[config.mk]
export PLATFORM = sky130hd
export DESIGN_NAME = lpec_top
export DESIGN_NICKNAME = d
export VERILOG_FILES = /design/src/verilog/lpec_pkg.sv /design/src/verilog/lpec_top.sv
export SDC_FILE = /design/constraint.sdc
export NUM_CORES = 1
export LEC_CHECK = 0
export ABC_AREA = 1
export BUFFER_PORTS_ARGS = -buffer_cell sky130_fd_sc_hd__buf_2
export CORE_MARGIN = 2
export CORE_UTILIZATION = 35
export CTS_CLUSTER_SIZE = 28
export DETAILED_ROUTE_END_ITERATION = 16
export HOLD_SLACK_MARGIN = 0.05
export SLEW_MARGIN = 20
export SYNTH_ARGS = -nofsm -noshare
export SYNTH_HDL_FRONTEND = slang
export SYNTH_SLANG_ARGS = --single-unit
[constraint.sdc]
create_clock -name ref_clk_i -period 3.9 [get_ports ref_clk_i]
set_input_delay 0.39 -clock ref_clk_i [delete_from_list [all_inputs] [get_ports ref_clk_i]]
set_output_delay 0.39 -clock ref_clk_i [all_outputs]
set_load 0.05 [all_outputs]
[src/verilog/lpec_pkg.sv]
// Purpose: Constants for the loopback, pattern and error counter block
// Assumes: 200 MHz reference clock, 8-bit register port
// Notes: Register reset values are all zero
package lpec_pkg;
  // ----------------------------------------
  // Register offsets
  // ----------------------------------------
  localparam logic [4:0] ADR_CTL1 = 5'h01;
  localparam logic [4:0] ADR_CTL2 = 5'h02;
  localparam logic [4:0] ADR_CTL3 = 5'h03;
  localparam logic [4:0] ADR_CTL6 = 5'h06;
  localparam logic [4:0] ADR_STAT = 5'h08;
  localparam logic [4:0] ADR_CODE_LEN = 5'h0a;
  localparam logic [4:0] ADR_UP1 = 5'h0d;
  localparam logic [4:0] ADR_UP2 = 5'h0e;
  localparam logic [4:0] ADR_DN1 = 5'h0f;
  localparam logic [4:0] ADR_DN2 = 5'h10;
  localparam logic [4:0] ADR_ECR_HI = 5'h11;
  localparam logic [4:0] ADR_ECR_LO = 5'h12;
  localparam logic [7:0] REG_RST = 8'h00;
  // ----------------------------------------
  // Field positions
  // ----------------------------------------
  localparam int C1_STD = 7;
  localparam int C1_NRZ = 6;
  localparam int C1_LATCH = 4;
  localparam int C2_ZSD = 3;
  localparam int C3_ONES = 7;
  localparam int C3_PRBS = 4;
  localparam int C6_NEAR = 7;
  localparam int C6_FAR = 6;
  localparam int C6_AUTO = 5;
  localparam int C6_ALB = 4;
  localparam int C6_SEL2 = 2;
  localparam int ST_UP = 7;
  localparam int ST_DN = 6;
  localparam int ST_AUTO = 3;
  localparam int ST_LOCK = 0;
  // ----------------------------------------
  // Timing and thresholds
  // ----------------------------------------
  localparam int unsigned CLK_HZ = 200_000_000;
  localparam int unsigned QUAL_TIME_S = 5;
  localparam int unsigned QUAL_CYCLES = QUAL_TIME_S * CLK_HZ;
  localparam int unsigned INTEG_TIME_MS = 48;
  localparam int unsigned INTEG_CYCLES = INTEG_TIME_MS * (CLK_HZ / 1000);
  localparam logic [19:0] CODE_ERR_LIMIT = 20'h003e8;
  localparam logic [6:0] PRBS_SYNC_BITS = 7'h40;
  localparam logic [6:0] PRBS_LOSS_ERRS = 7'h06;
  localparam logic [4:0] EXZ_E1 = 5'h04;
  localparam logic [4:0] EXZ_T1_B8ZS = 5'h08;
  localparam logic [4:0] EXZ_T1_AMI = 5'h10;
  typedef enum logic {LPEC_AUTO_OFF, LPEC_AUTO_ON} lpec_auto_e;
endpackage

[src/verilog/lpec_top.sv]
// Purpose: Loopbacks, pattern generator/checker and error counter
// Assumes: Link clocks and pins sampled by ref_clk_i
// Notes: Jitter attenuator and clock recovery sit outside
`timescale 1ns/1ps
module lpec_code_det
  import lpec_pkg::*;
#(
  parameter int unsigned INTEG_CYC = INTEG_CYCLES
) (
  // Clock and reset
  input wire logic ref_clk_i,
  input wire logic srst_i,
  // Received bits
  input wire logic bit_stb_i,
  input wire logic bit_i,
  // Code
  input wire logic [2:0] len_i,
  input wire logic [15:0] code_i,
  // Result
  output logic det_o
);
  logic [15:0] hist;
  logic [31:0] tmr;
  logic [19:0] errs;
  logic seen;
  wire [4:0] len_bits = (len_i == 3'h7) ? 5'h10 : {2'h0, len_i} + 5'h01;
  wire [15:0] mask = 16'hffff >> (5'h10 - len_bits);
  wire [15:0] next_hist = {hist[14:0], bit_i};
  wire [15:0] ref_bits = code_i >> (5'h10 - len_bits);
  wire aligned = ((next_hist ^ ref_bits) & mask) == 16'h0000;
  wire [3:0] back = 4'(len_bits - 5'h01);
  wire period_err = bit_i != hist[back];
  wire tmr_done = tmr >= INTEG_CYC - 1;

  always_ff @(posedge ref_clk_i) begin
    if (srst_i) begin
      hist <= 16'h0000;
      tmr <= 32'h0;
      errs <= 20'h0;
      seen <= 1'b0;
      det_o <= 1'b0;
    end else begin
      if (bit_stb_i) begin
        hist <= next_hist;
      end
      tmr <= tmr_done ? 32'h0 : tmr + 32'h1;
      if (tmr_done) begin
        det_o <= seen && (errs <= CODE_ERR_LIMIT);
        errs <= 20'h0;
        seen <= 1'b0;
      end else if (bit_stb_i) begin
        if (period_err && errs != 20'hfffff) begin
          errs <= errs + 20'h1;
        end
        if (aligned) begin
          seen <= 1'b1;
        end
      end
    end
  end
endmodule

module lpec_top
  import lpec_pkg::*;
#(
  parameter int unsigned QUAL_CYC = QUAL_CYCLES,
  parameter int unsigned INTEG_CYC = INTEG_CYCLES
) (
  // Clock and reset
  input wire logic ref_clk_i,
  input wire logic srst_i,
  // Register port
  input wire logic [4:0] reg_addr_i,
  input wire logic [7:0] reg_wdata_i,
  input wire logic reg_wr_i,
  output logic [7:0] reg_rdata_o,
  // System transmit side
  input wire logic tx_clock_in_i,
  input wire logic tx_pos_rail_i,
  input wire logic tx_neg_rail_i,
  // System receive side
  output logic rx_clock_o,
  output logic rx_pos_rail_o,
  output logic rx_neg_rail_o,
  output logic rx_valid_o,
  input wire logic rx_ready_i,
  output logic rx_buf_ready_o,
  // Line side
  input wire logic rec_clock_i,
  input wire logic line_rx_a_i,
  input wire logic line_rx_b_i,
  output logic line_tx_a_o,
  output logic line_tx_b_o,
  // Pattern error
  output logic pattern_error_pulse_out_o
);
  // ----------------------------------------
  // Registers and pin synchronisers
  // ----------------------------------------
  logic [7:0] common_control_1, common_control_2, common_control_3, common_control_6;
  logic [7:0] code_len, loop_up_pattern_first_byte, loop_up_pattern_second_byte;
  logic [7:0] loop_down_pattern_first_byte, loop_down_pattern_second_byte;
  logic [15:0] err_cnt, err_latched;
  logic latch_q;
  logic [5:0] sync1, sync2;
  logic [1:0] clk_q;
  logic [7:0] status_flags, next_rdata;

  always_ff @(posedge ref_clk_i) begin
    sync1 <= {line_rx_b_i, line_rx_a_i, rec_clock_i, tx_neg_rail_i, tx_pos_rail_i,
              tx_clock_in_i};
    sync2 <= sync1;
    clk_q <= {sync2[3], sync2[0]};
  end

  wire tx_stb = sync2[0] & ~clk_q[0];
  wire rec_stb = sync2[3] & ~clk_q[1];
  wire std_t1 = common_control_1[C1_STD];
  wire nrz = common_control_1[C1_NRZ];
  wire zsd = common_control_2[C2_ZSD];
  wire ones = common_control_3[C3_ONES];
  wire prbs_en = common_control_3[C3_PRBS];
  wire near = common_control_6[C6_NEAR];
  wire far = common_control_6[C6_FAR];
  wire auto_en = common_control_6[C6_AUTO];
  wire line_driver_loopback = common_control_6[C6_ALB];
  wire [2:0] sel = common_control_6[2:0];

  // ----------------------------------------
  // Loop code detectors and auto loopback
  // ----------------------------------------
  logic up_det, dn_det;
  lpec_auto_e auto_st;
  logic [31:0] qual_cnt;
  logic rx_stb, rx_p, rx_n;

  lpec_code_det #(.INTEG_CYC(INTEG_CYC)) u_up_det (
    .ref_clk_i(ref_clk_i),
    .srst_i(srst_i),
    .bit_stb_i(rx_stb),
    .bit_i(rx_p | rx_n),
    .len_i(code_len[5:3]),
    .code_i({loop_up_pattern_first_byte, loop_up_pattern_second_byte}),
    .det_o(up_det)
  );

  lpec_code_det #(.INTEG_CYC(INTEG_CYC)) u_dn_det (
    .ref_clk_i(ref_clk_i),
    .srst_i(srst_i),
    .bit_stb_i(rx_stb),
    .bit_i(rx_p | rx_n),
    .len_i(code_len[2:0]),
    .code_i({loop_down_pattern_first_byte, loop_down_pattern_second_byte}),
    .det_o(dn_det)
  );

  wire auto_far_loopback = auto_st == LPEC_AUTO_ON;
  wire watch = auto_far_loopback ? dn_det : up_det;
  wire qual_done = watch && (qual_cnt >= QUAL_CYC - 1);

  always_ff @(posedge ref_clk_i) begin
    if (srst_i || !auto_en) begin
      auto_st <= LPEC_AUTO_OFF;
      qual_cnt <= 32'h0;
    end else begin
      qual_cnt <= (watch && !qual_done) ? qual_cnt + 32'h1 : 32'h0;
      unique case (auto_st)
        LPEC_AUTO_OFF: if (qual_done) auto_st <= LPEC_AUTO_ON;
        LPEC_AUTO_ON: if (qual_done) auto_st <= LPEC_AUTO_OFF;
      endcase
    end
  end

  // ----------------------------------------
  // Transmit path and pattern generator
  // ----------------------------------------
  logic [19:0] gen;
  logic ami_pol;
  wire far_eff = far | auto_far_loopback;
  wire tx_upd = far_eff ? rec_stb : tx_stb;
  wire gen_fb = std_t1 ? gen[19] ^ gen[16] : gen[14] ^ gen[13];
  wire src_mark = ones | (prbs_en & gen_fb);
  wire use_gen = ones | (prbs_en & ~far_eff);
  wire next_tx_a = use_gen ? src_mark & ~ami_pol : far_eff ? sync2[4] : sync2[1];
  wire next_tx_b = use_gen ? src_mark & ami_pol : far_eff ? sync2[5] : sync2[2];

  always_ff @(posedge ref_clk_i) begin
    if (srst_i) begin
      gen <= 20'h00001;
      ami_pol <= 1'b0;
      line_tx_a_o <= 1'b0;
      line_tx_b_o <= 1'b0;
    end else if (tx_upd) begin
      line_tx_a_o <= next_tx_a;
      line_tx_b_o <= next_tx_b;
      if (use_gen && src_mark) begin
        ami_pol <= ~ami_pol;
      end
      if (prbs_en) begin
        gen <= {gen[18:0], gen_fb};
      end
    end
  end

  // ----------------------------------------
  // Receive source and line decoding
  // ----------------------------------------
  logic last_pol, seen_mark, prev_v, have_v, last_vpol;
  logic [4:0] zrun;
  assign rx_stb = (near | line_driver_loopback) ? tx_stb : rec_stb;
  assign rx_p = near ? sync2[1] : line_driver_loopback ? line_tx_a_o : sync2[4];
  assign rx_n = near ? sync2[2] : line_driver_loopback ? line_tx_b_o : sync2[5];
  wire mark = rx_p | rx_n;
  wire bpv_raw = mark & seen_mark & (rx_p == last_pol);
  wire cw_e1 = zrun >= 5'h02;
  wire cw_t1 = (zrun == 5'h03) | ((zrun == 5'h01) & prev_v);
  wire cw = ~zsd & (std_t1 ? cw_t1 : cw_e1);
  wire bipolar_violation = bpv_raw & ~cw;
  wire cv = ~std_t1 & ~zsd & bpv_raw & have_v & (rx_p == last_vpol);
  wire [4:0] exz_thr = std_t1 ? (zsd ? EXZ_T1_AMI : EXZ_T1_B8ZS) : EXZ_E1;
  wire excess_zeros = ~mark & (zrun == exz_thr - 5'h01);
  wire [3:0] e1_evt = {bipolar_violation | excess_zeros, cv | excess_zeros, bipolar_violation, cv};
  wire line_evt = std_t1 ? (sel[0] ? bipolar_violation | excess_zeros : bipolar_violation) : e1_evt[sel[1:0]];

  always_ff @(posedge ref_clk_i) begin
    if (srst_i) begin
      last_pol <= 1'b0;
      seen_mark <= 1'b0;
      prev_v <= 1'b0;
      have_v <= 1'b0;
      last_vpol <= 1'b0;
      zrun <= 5'h00;
    end else if (rx_stb) begin
      zrun <= mark ? 5'h00 : (zrun == 5'h1f ? zrun : zrun + 5'h01);
      if (mark) begin
        last_pol <= rx_p;
        seen_mark <= 1'b1;
        prev_v <= bpv_raw;
      end
      if (bpv_raw) begin
        have_v <= 1'b1;
        last_vpol <= rx_p;
      end
    end
  end

  // ----------------------------------------
  // Pattern synchroniser
  // ----------------------------------------
  logic [19:0] rh;
  logic [6:0] run_e1, run_t1, win_cnt;
  logic [63:0] errwin;
  logic locked, lk_t1;
  wire err_e1 = mark ^ rh[14] ^ rh[13];
  wire err_t1 = mark ^ rh[19] ^ rh[16];
  wire prbs_err = lk_t1 ? err_t1 : err_e1;
  wire [6:0] next_win = win_cnt + {6'h00, prbs_err} - {6'h00, errwin[63]};
  wire hit_e1 = (run_e1 == PRBS_SYNC_BITS - 7'h01) & ~err_e1;
  wire hit_t1 = (run_t1 == PRBS_SYNC_BITS - 7'h01) & ~err_t1;
  wire lose = next_win >= PRBS_LOSS_ERRS;

  always_ff @(posedge ref_clk_i) begin
    if (srst_i) begin
      rh <= 20'h00000;
      run_e1 <= 7'h00;
      run_t1 <= 7'h00;
      win_cnt <= 7'h00;
      errwin <= 64'h0;
      locked <= 1'b0;
      lk_t1 <= 1'b0;
      pattern_error_pulse_out_o <= 1'b1;
    end else if (rx_stb) begin
      rh <= {rh[18:0], mark};
      if (!locked) begin
        run_e1 <= (err_e1 || rh[14:0] == 15'h0000) ? 7'h00 : run_e1 + 7'h01;
        run_t1 <= (err_t1 || rh == 20'h00000) ? 7'h00 : run_t1 + 7'h01;
        errwin <= 64'h0;
        win_cnt <= 7'h00;
        locked <= hit_e1 | hit_t1;
        lk_t1 <= hit_t1 & ~hit_e1;
        pattern_error_pulse_out_o <= ~(hit_e1 | hit_t1);
      end else if (lose) begin
        locked <= 1'b0;
        run_e1 <= 7'h00;
        run_t1 <= 7'h00;
        pattern_error_pulse_out_o <= 1'b1;
      end else begin
        errwin <= {errwin[62:0], prbs_err};
        win_cnt <= next_win;
        pattern_error_pulse_out_o <= prbs_err;
      end
    end
  end

  // ----------------------------------------
  // Error counter
  // ----------------------------------------
  wire cnt_evt = rx_stb & (sel[2] ? locked & prbs_err : line_evt);
  wire latch = common_control_1[C1_LATCH] & ~latch_q;

  always_ff @(posedge ref_clk_i) begin
    if (srst_i) begin
      err_cnt <= 16'h0000;
      err_latched <= 16'h0000;
      latch_q <= 1'b0;
    end else begin
      latch_q <= common_control_1[C1_LATCH];
      if (latch) begin
        err_latched <= err_cnt;
        err_cnt <= {15'h0000, cnt_evt};
      end else if (cnt_evt && err_cnt != 16'hffff) begin
        err_cnt <= err_cnt + 16'h0001;
      end
    end
  end

  // ----------------------------------------
  // Receive buffer, two entries
  // ----------------------------------------
  logic [1:0] buf_p, buf_n;
  logic [1:0] buf_cnt;
  wire ent_p = nrz ? mark : rx_p;
  wire ent_n = nrz ? ~sel[2] & line_evt : rx_n;
  wire pop = rx_valid_o & rx_ready_i;
  wire push = rx_stb & ((buf_cnt != 2'h2) | pop);
  wire [1:0] next_cnt = buf_cnt + {1'b0, push} - {1'b0, pop};
  wire wr_idx = (buf_cnt - {1'b0, pop}) != 2'h0;

  always_ff @(posedge ref_clk_i) begin
    if (srst_i) begin
      buf_p <= 2'h0;
      buf_n <= 2'h0;
      buf_cnt <= 2'h0;
      rx_valid_o <= 1'b0;
      rx_buf_ready_o <= 1'b1;
      rx_clock_o <= 1'b0;
    end else begin
      if (pop) begin
        buf_p[0] <= buf_p[1];
        buf_n[0] <= buf_n[1];
      end
      if (push) begin
        buf_p[wr_idx] <= ent_p;
        buf_n[wr_idx] <= ent_n;
      end
      buf_cnt <= next_cnt;
      rx_valid_o <= next_cnt != 2'h0;
      rx_buf_ready_o <= next_cnt != 2'h2;
      rx_clock_o <= (near | line_driver_loopback) ? sync2[0] : sync2[3];
    end
  end

  assign rx_pos_rail_o = buf_p[0];
  assign rx_neg_rail_o = buf_n[0];

  // ----------------------------------------
  // Register port
  // ----------------------------------------
  always_comb begin
    status_flags = 8'h00;
    status_flags[ST_UP] = up_det;
    status_flags[ST_DN] = dn_det;
    status_flags[ST_AUTO] = auto_far_loopback;
    status_flags[ST_LOCK] = locked;
  end

  always_comb begin
    unique case (reg_addr_i)
      ADR_CTL1: next_rdata = common_control_1;
      ADR_CTL2: next_rdata = common_control_2;
      ADR_CTL3: next_rdata = common_control_3;
      ADR_CTL6: next_rdata = common_control_6;
      ADR_STAT: next_rdata = status_flags;
      ADR_CODE_LEN: next_rdata = code_len;
      ADR_UP1: next_rdata = loop_up_pattern_first_byte;
      ADR_UP2: next_rdata = loop_up_pattern_second_byte;
      ADR_DN1: next_rdata = loop_down_pattern_first_byte;
      ADR_DN2: next_rdata = loop_down_pattern_second_byte;
      ADR_ECR_HI: next_rdata = err_latched[15:8];
      ADR_ECR_LO: next_rdata = err_latched[7:0];
      default: next_rdata = 8'h00;
    endcase
  end

  always_ff @(posedge ref_clk_i) begin
    if (srst_i) begin
      common_control_1 <= REG_RST;
      common_control_2 <= REG_RST;
      common_control_3 <= REG_RST;
      common_control_6 <= REG_RST;
      code_len <= REG_RST;
      loop_up_pattern_first_byte <= REG_RST;
      loop_up_pattern_second_byte <= REG_RST;
      loop_down_pattern_first_byte <= REG_RST;
      loop_down_pattern_second_byte <= REG_RST;
      reg_rdata_o <= 8'h00;
    end else begin
      reg_rdata_o <= next_rdata;
      if (reg_wr_i) begin
        unique case (reg_addr_i)
          ADR_CTL1: common_control_1 <= reg_wdata_i;
          ADR_CTL2: common_control_2 <= reg_wdata_i;
          ADR_CTL3: common_control_3 <= reg_wdata_i;
          ADR_CTL6: common_control_6 <= reg_wdata_i;
          ADR_CODE_LEN: code_len <= reg_wdata_i;
          ADR_UP1: loop_up_pattern_first_byte <= reg_wdata_i;
          ADR_UP2: loop_up_pattern_second_byte <= reg_wdata_i;
          ADR_DN1: loop_down_pattern_first_byte <= reg_wdata_i;
          ADR_DN2: loop_down_pattern_second_byte <= reg_wdata_i;
          default: ;
        endcase
      end
    end
  end

  // ----------------------------------------
  // Assertions
  // ----------------------------------------
  far_path_a: assert property (@(posedge ref_clk_i) disable iff (srst_i)
    far_eff && !use_gen && rec_stb |=>
    line_tx_a_o == $past(sync2[4]) && line_tx_b_o == $past(sync2[5]))
    else $error("far loopback data not sent");
  auto_entry_a: assert property (@(posedge ref_clk_i) disable iff (srst_i)
    $rose(auto_far_loopback) |-> $past(up_det) && $past(qual_cnt) >= QUAL_CYC - 1)
    else $error("auto loopback entered early");
  auto_exit_a: assert property (@(posedge ref_clk_i) disable iff (srst_i)
    $fell(auto_far_loopback) && $past(auto_en) |->
    $past(dn_det) && $past(qual_cnt) >= QUAL_CYC - 1)
    else $error("auto loopback left early");
  auto_off_a: assert property (@(posedge ref_clk_i) disable iff (srst_i)
    !auto_en |=> !auto_far_loopback)
    else $error("auto loopback kept while disabled");
  near_source_a: assert property (@(posedge ref_clk_i) disable iff (srst_i)
    near && tx_stb |-> rx_stb && rx_p == sync2[1] && rx_n == sync2[2])
    else $error("near loopback source wrong");
  ones_line_a: assert property (@(posedge ref_clk_i) disable iff (srst_i)
    ones && tx_upd |=> line_tx_a_o != line_tx_b_o)
    else $error("all ones not sent");
  unlocked_high_a: assert property (@(posedge ref_clk_i) disable iff (srst_i)
    !locked && rx_stb && !(hit_e1 || hit_t1) |=> pattern_error_pulse_out_o)
    else $error("error output low before lock");
  lock_loss_a: assert property (@(posedge ref_clk_i) disable iff (srst_i)
    locked && rx_stb && win_cnt + 7'h01 >= PRBS_LOSS_ERRS && prbs_err
    && !errwin[63] |=> !locked)
    else $error("lock kept at error limit");
  latch_copy_a: assert property (@(posedge ref_clk_i) disable iff (srst_i)
    latch |=> err_latched == $past(err_cnt) && err_cnt <= 16'h0001)
    else $error("count latch failed");
  count_sat_a: assert property (@(posedge ref_clk_i) disable iff (srst_i)
    err_cnt == 16'hffff && !latch |=> err_cnt == 16'hffff)
    else $error("error counter wrapped");
endmodule

==> impl_results.md <==
* Final setup vio count at 0
* CTS Root Buffer Type: clkbuf_16
* Die Width at between 200 and 250 um
* CTS tree: yes
* Area of the multi-input gates at 0.01060 mm2
* Met2 Usage GRT at 28.12%
* YS warnings at 0
* PwrDens at 416.6 mW/mm2
* Clk_lat worst skew at just under 0.6 ns
* Crit path time final at 3.589 ns
* Clock-pin slew on the worst setup and hold paths at approximately 0.06 ns
* CP startpoint kind: register
* Number of synthesized flops with an enable pin at 0
* Starting DRT DRC Count at 1471
* Largest net degree at the start of global routing at 54
* Worst EP arrival at between 4 and 5 ns
* Final setup TNS at 0 ns
* Die height at 246.7 um
* ANT cells at 0
* Post-synthesis simple-gate area fraction at ~30%
* Vias in the first global route at between 15k and 20k
* Max Freq at between 200 and 300 MHz
* Max_cap viols at 0
* Clock buffer count from CTS at 46
* Worst Clk Skew at roughly 0.018 ns
* Routed Antenna Nets at 0
* Measured slew at the worst slew-check pin at 0.6828 ns
* VDD IR max at ~370 uV
* Slew HR at around 54%
* GR Util met3 at 2.941%
* Top_reg_cell synth: dfxtp_1
* Pre-antenna DRT Iters at 6
* XOR/XNOR Fraction of Synth Area at under 10%
* Clk buf depth at 3
* Final setup margin at ~0.31 ns
* Compound-Gate Fraction of Synth Area at roughly 16%
* GRT Resource Usage Total at between 15 and 20%
* Syn-to-layout area delta at 13.63%
* Status: finished, final reports clean
* Mux share of post-synthesis cell area at 0%
* Yosys reg bits at around 420
* Die area at slightly above 0.06 mm2
* Area leader, netlist: dfxtp_1
* CTS HTree Levels at 2
* Seq. cell area at about 0.0084 mm2
* Cell total after placement at between 3k and 4k
* Post-synth top cells: nand2_1, dfxtp_1, inv_1
* Async set-or-reset flop fraction in the synthesized netlist at 0%
* Largest cells by area after synthesis: dfxtp_1, nand2_1, a21oi_1, inv_1, nand3_1
* Dpl ws at a little over 0.08 ns
* Final Slew Violations at 0
* Via density per instance at between 4 and 5
* Mapped Area at a little over 0.02 mm2
* Pwr Total at a little under 10 mW
* Core area at just under 0.06 mm2
* Routed WL per cell at 13.98 um
* Via count at ~19k
* Critical Path Fanout Max at 11
* WS Path Type: register to register
* Share of post-route cells with drive strength above 1 at 7.427%
* Lkg Pwr at between 8 and 9 nW
* Final non-filler cell total at between 3k and 4k
* Most numerous cell in the Yosys netlist: nand2_1
* Busiest layer in global routing: met2
* Avg Cell Area, Syn at ~7 um2
* Syn Inst Count at roughly 2.9k
* Final WL at 52860 um
* Crit share post-route at ~92%
* CTS sink count at around 420
* Post-DP HPWL at ~37000 um
* Fillers at 6163
* Post-synthesis sequential area ratio at 40.60%
* Worst min-delay path category: primary input to register
* Critical Path RT at 4.41 ns
* Initial antenna violation count at 1
* Row Count at 88
* Fin. Hold Viols at 0
* Met1 usage at roughly a quarter
* Initial Util at a little over a third
* Nets at 3043
* Post-synthesis cell type count at 60
* Drt drc at 0
* Synth top area share at between 40 and 50%
* Largest family of logic cells by synthesized area: simple AND/OR/NAND/NOR gates
* RePlAce Congestion at roughly 0.9
* Synth Area in Adders at 2.283%
* Grt total ovfl at 0
* First-pass GRT wire length at a little under 90000 um
* I/O pin count at 39
* Worst setup EP type: register
* Port Buf Inserts at 38
area by class of cell:
class / instances / area share (%)
inverter: 323 / 5.188
timing repair buffer: 84 / 2.773
clock buffer: 59 / 5.557
tap: 765 / 4.087
multi-input combinational: 2110 / 45.26
clock inverter: 22 / 1.395
sequential: 418 / 35.74
state kept, by name, indices dropped and copies added, names as in the netlist, 16 cells and up:
name,cells
rh,20
u_dn_det.tmr,32
err_cnt,16
errwin,64
u_up_det.tmr,32
gen,20
qual_cnt,32
err_latched,16
u_dn_det.errs,20
u_up_det.errs,20
logic make-up after synthesis:
group | count (synthesis)
XOR/XNOR | 81
other | 1
flip-flops | 418
buffers and inverters | 431
AO/OA/AOI/OAI | 607
AND/OR/NAND/NOR | 1367
adder cells (fa/ha/maj) | 37
placed cells by master, fill, tap and decap left out, types with 27 or more instances in the layout:
master,instances
o21ai_0,197
nor2_1,253
inv_1,309
a21oi_1,299
buf_2,37
clkbuf_16,49
ha_1,36
nand2_1,675
xor2_1,54
o22ai_1,28
buf_4,33
nor4_1,27
nand3_1,198
nor3_1,75
dfxtp_1,417
nand4_1,60
power breakdown:
group | internal [mW] | switching [mW] | leakage [nW]
clock | 2.83 | 1.82 | 0.789
combinational | 0.204 | 0.475 | 4.66
sequential | 4.36 | 0.0708 | 3.39
total | 7.39 | 2.37 | 8.84
metrics by stage:
step / hold slack [ns] / cell area [um2] / utilization [%]
finish: 0.1649 / 23420 / 40.43
global route: 0.1787 / 23420 / 40.43
CTS: 0.1327 / 23250 / 40.14
detailed placement: 0.3165 / 21560 / 37.23
global placement: 0.3123 / 21560 / 37.23
floorplan: 0.3096 / 20670 / -
what timing repair did:
item                       CTS  global route
gates resized for setup      0            11
buffers inserted             0             7
hold buffers                 6             0
setup endpoints to repair    0            82
hold endpoints to repair     6             0
worst max-delay path, stage by stage (launching register included):
cell	delay [ns]
dfxtp_1	0.32
inv_2	0.13
nand3_1	0.11
o21ai_2	0.11
nand2_4	0.13
xor2_2	0.16
inv_1	0.08
o21ai_2	0.16
ha_1	0.24
inv_1	0.05
ha_1	0.15
inv_1	0.06
fa_2	0.35
o21ai_2	0.15
a21oi_1	0.08
nor2_1	0.09
nor2_1	0.05
xor2_1	0.15
nor2_2	0.15
nand3_2	0.13
nor2_4	0.17
buf_12	0.14
buf_6	0.15
nand2_1	0.06
a21oi_1	0.14
final timing paths:
check / depth (start not counted) / endpoint / from / slack [ns]
worst min-delay path: 4 / buf_p[0]$_SDFF_PP0_ / rx_ready_i / 0.16
worst max register to register: 24 / errwin[23]$_SDFFE_PP0P_ / common_control_6[7]$_SDFFE_PP0P_ / 0.31
worst min register to register: 0 / sync2[3]$_DFF_P_ / sync1[3]$_DFF_P_ / 0.33
worst max-delay path: 24 / errwin[23]$_SDFFE_PP0P_ / common_control_6[7]$_SDFFE_PP0P_ / 0.31
routing by layer:
layer | share of wire, % | up-vias
li1 | - | 9796
met1 | 48 | 8558
met2 | 45 | 404
met3 | 5.1 | 91
met4 | 2.5 | 0
met5 | 0 | -
(Power assumes the default switching activity.)
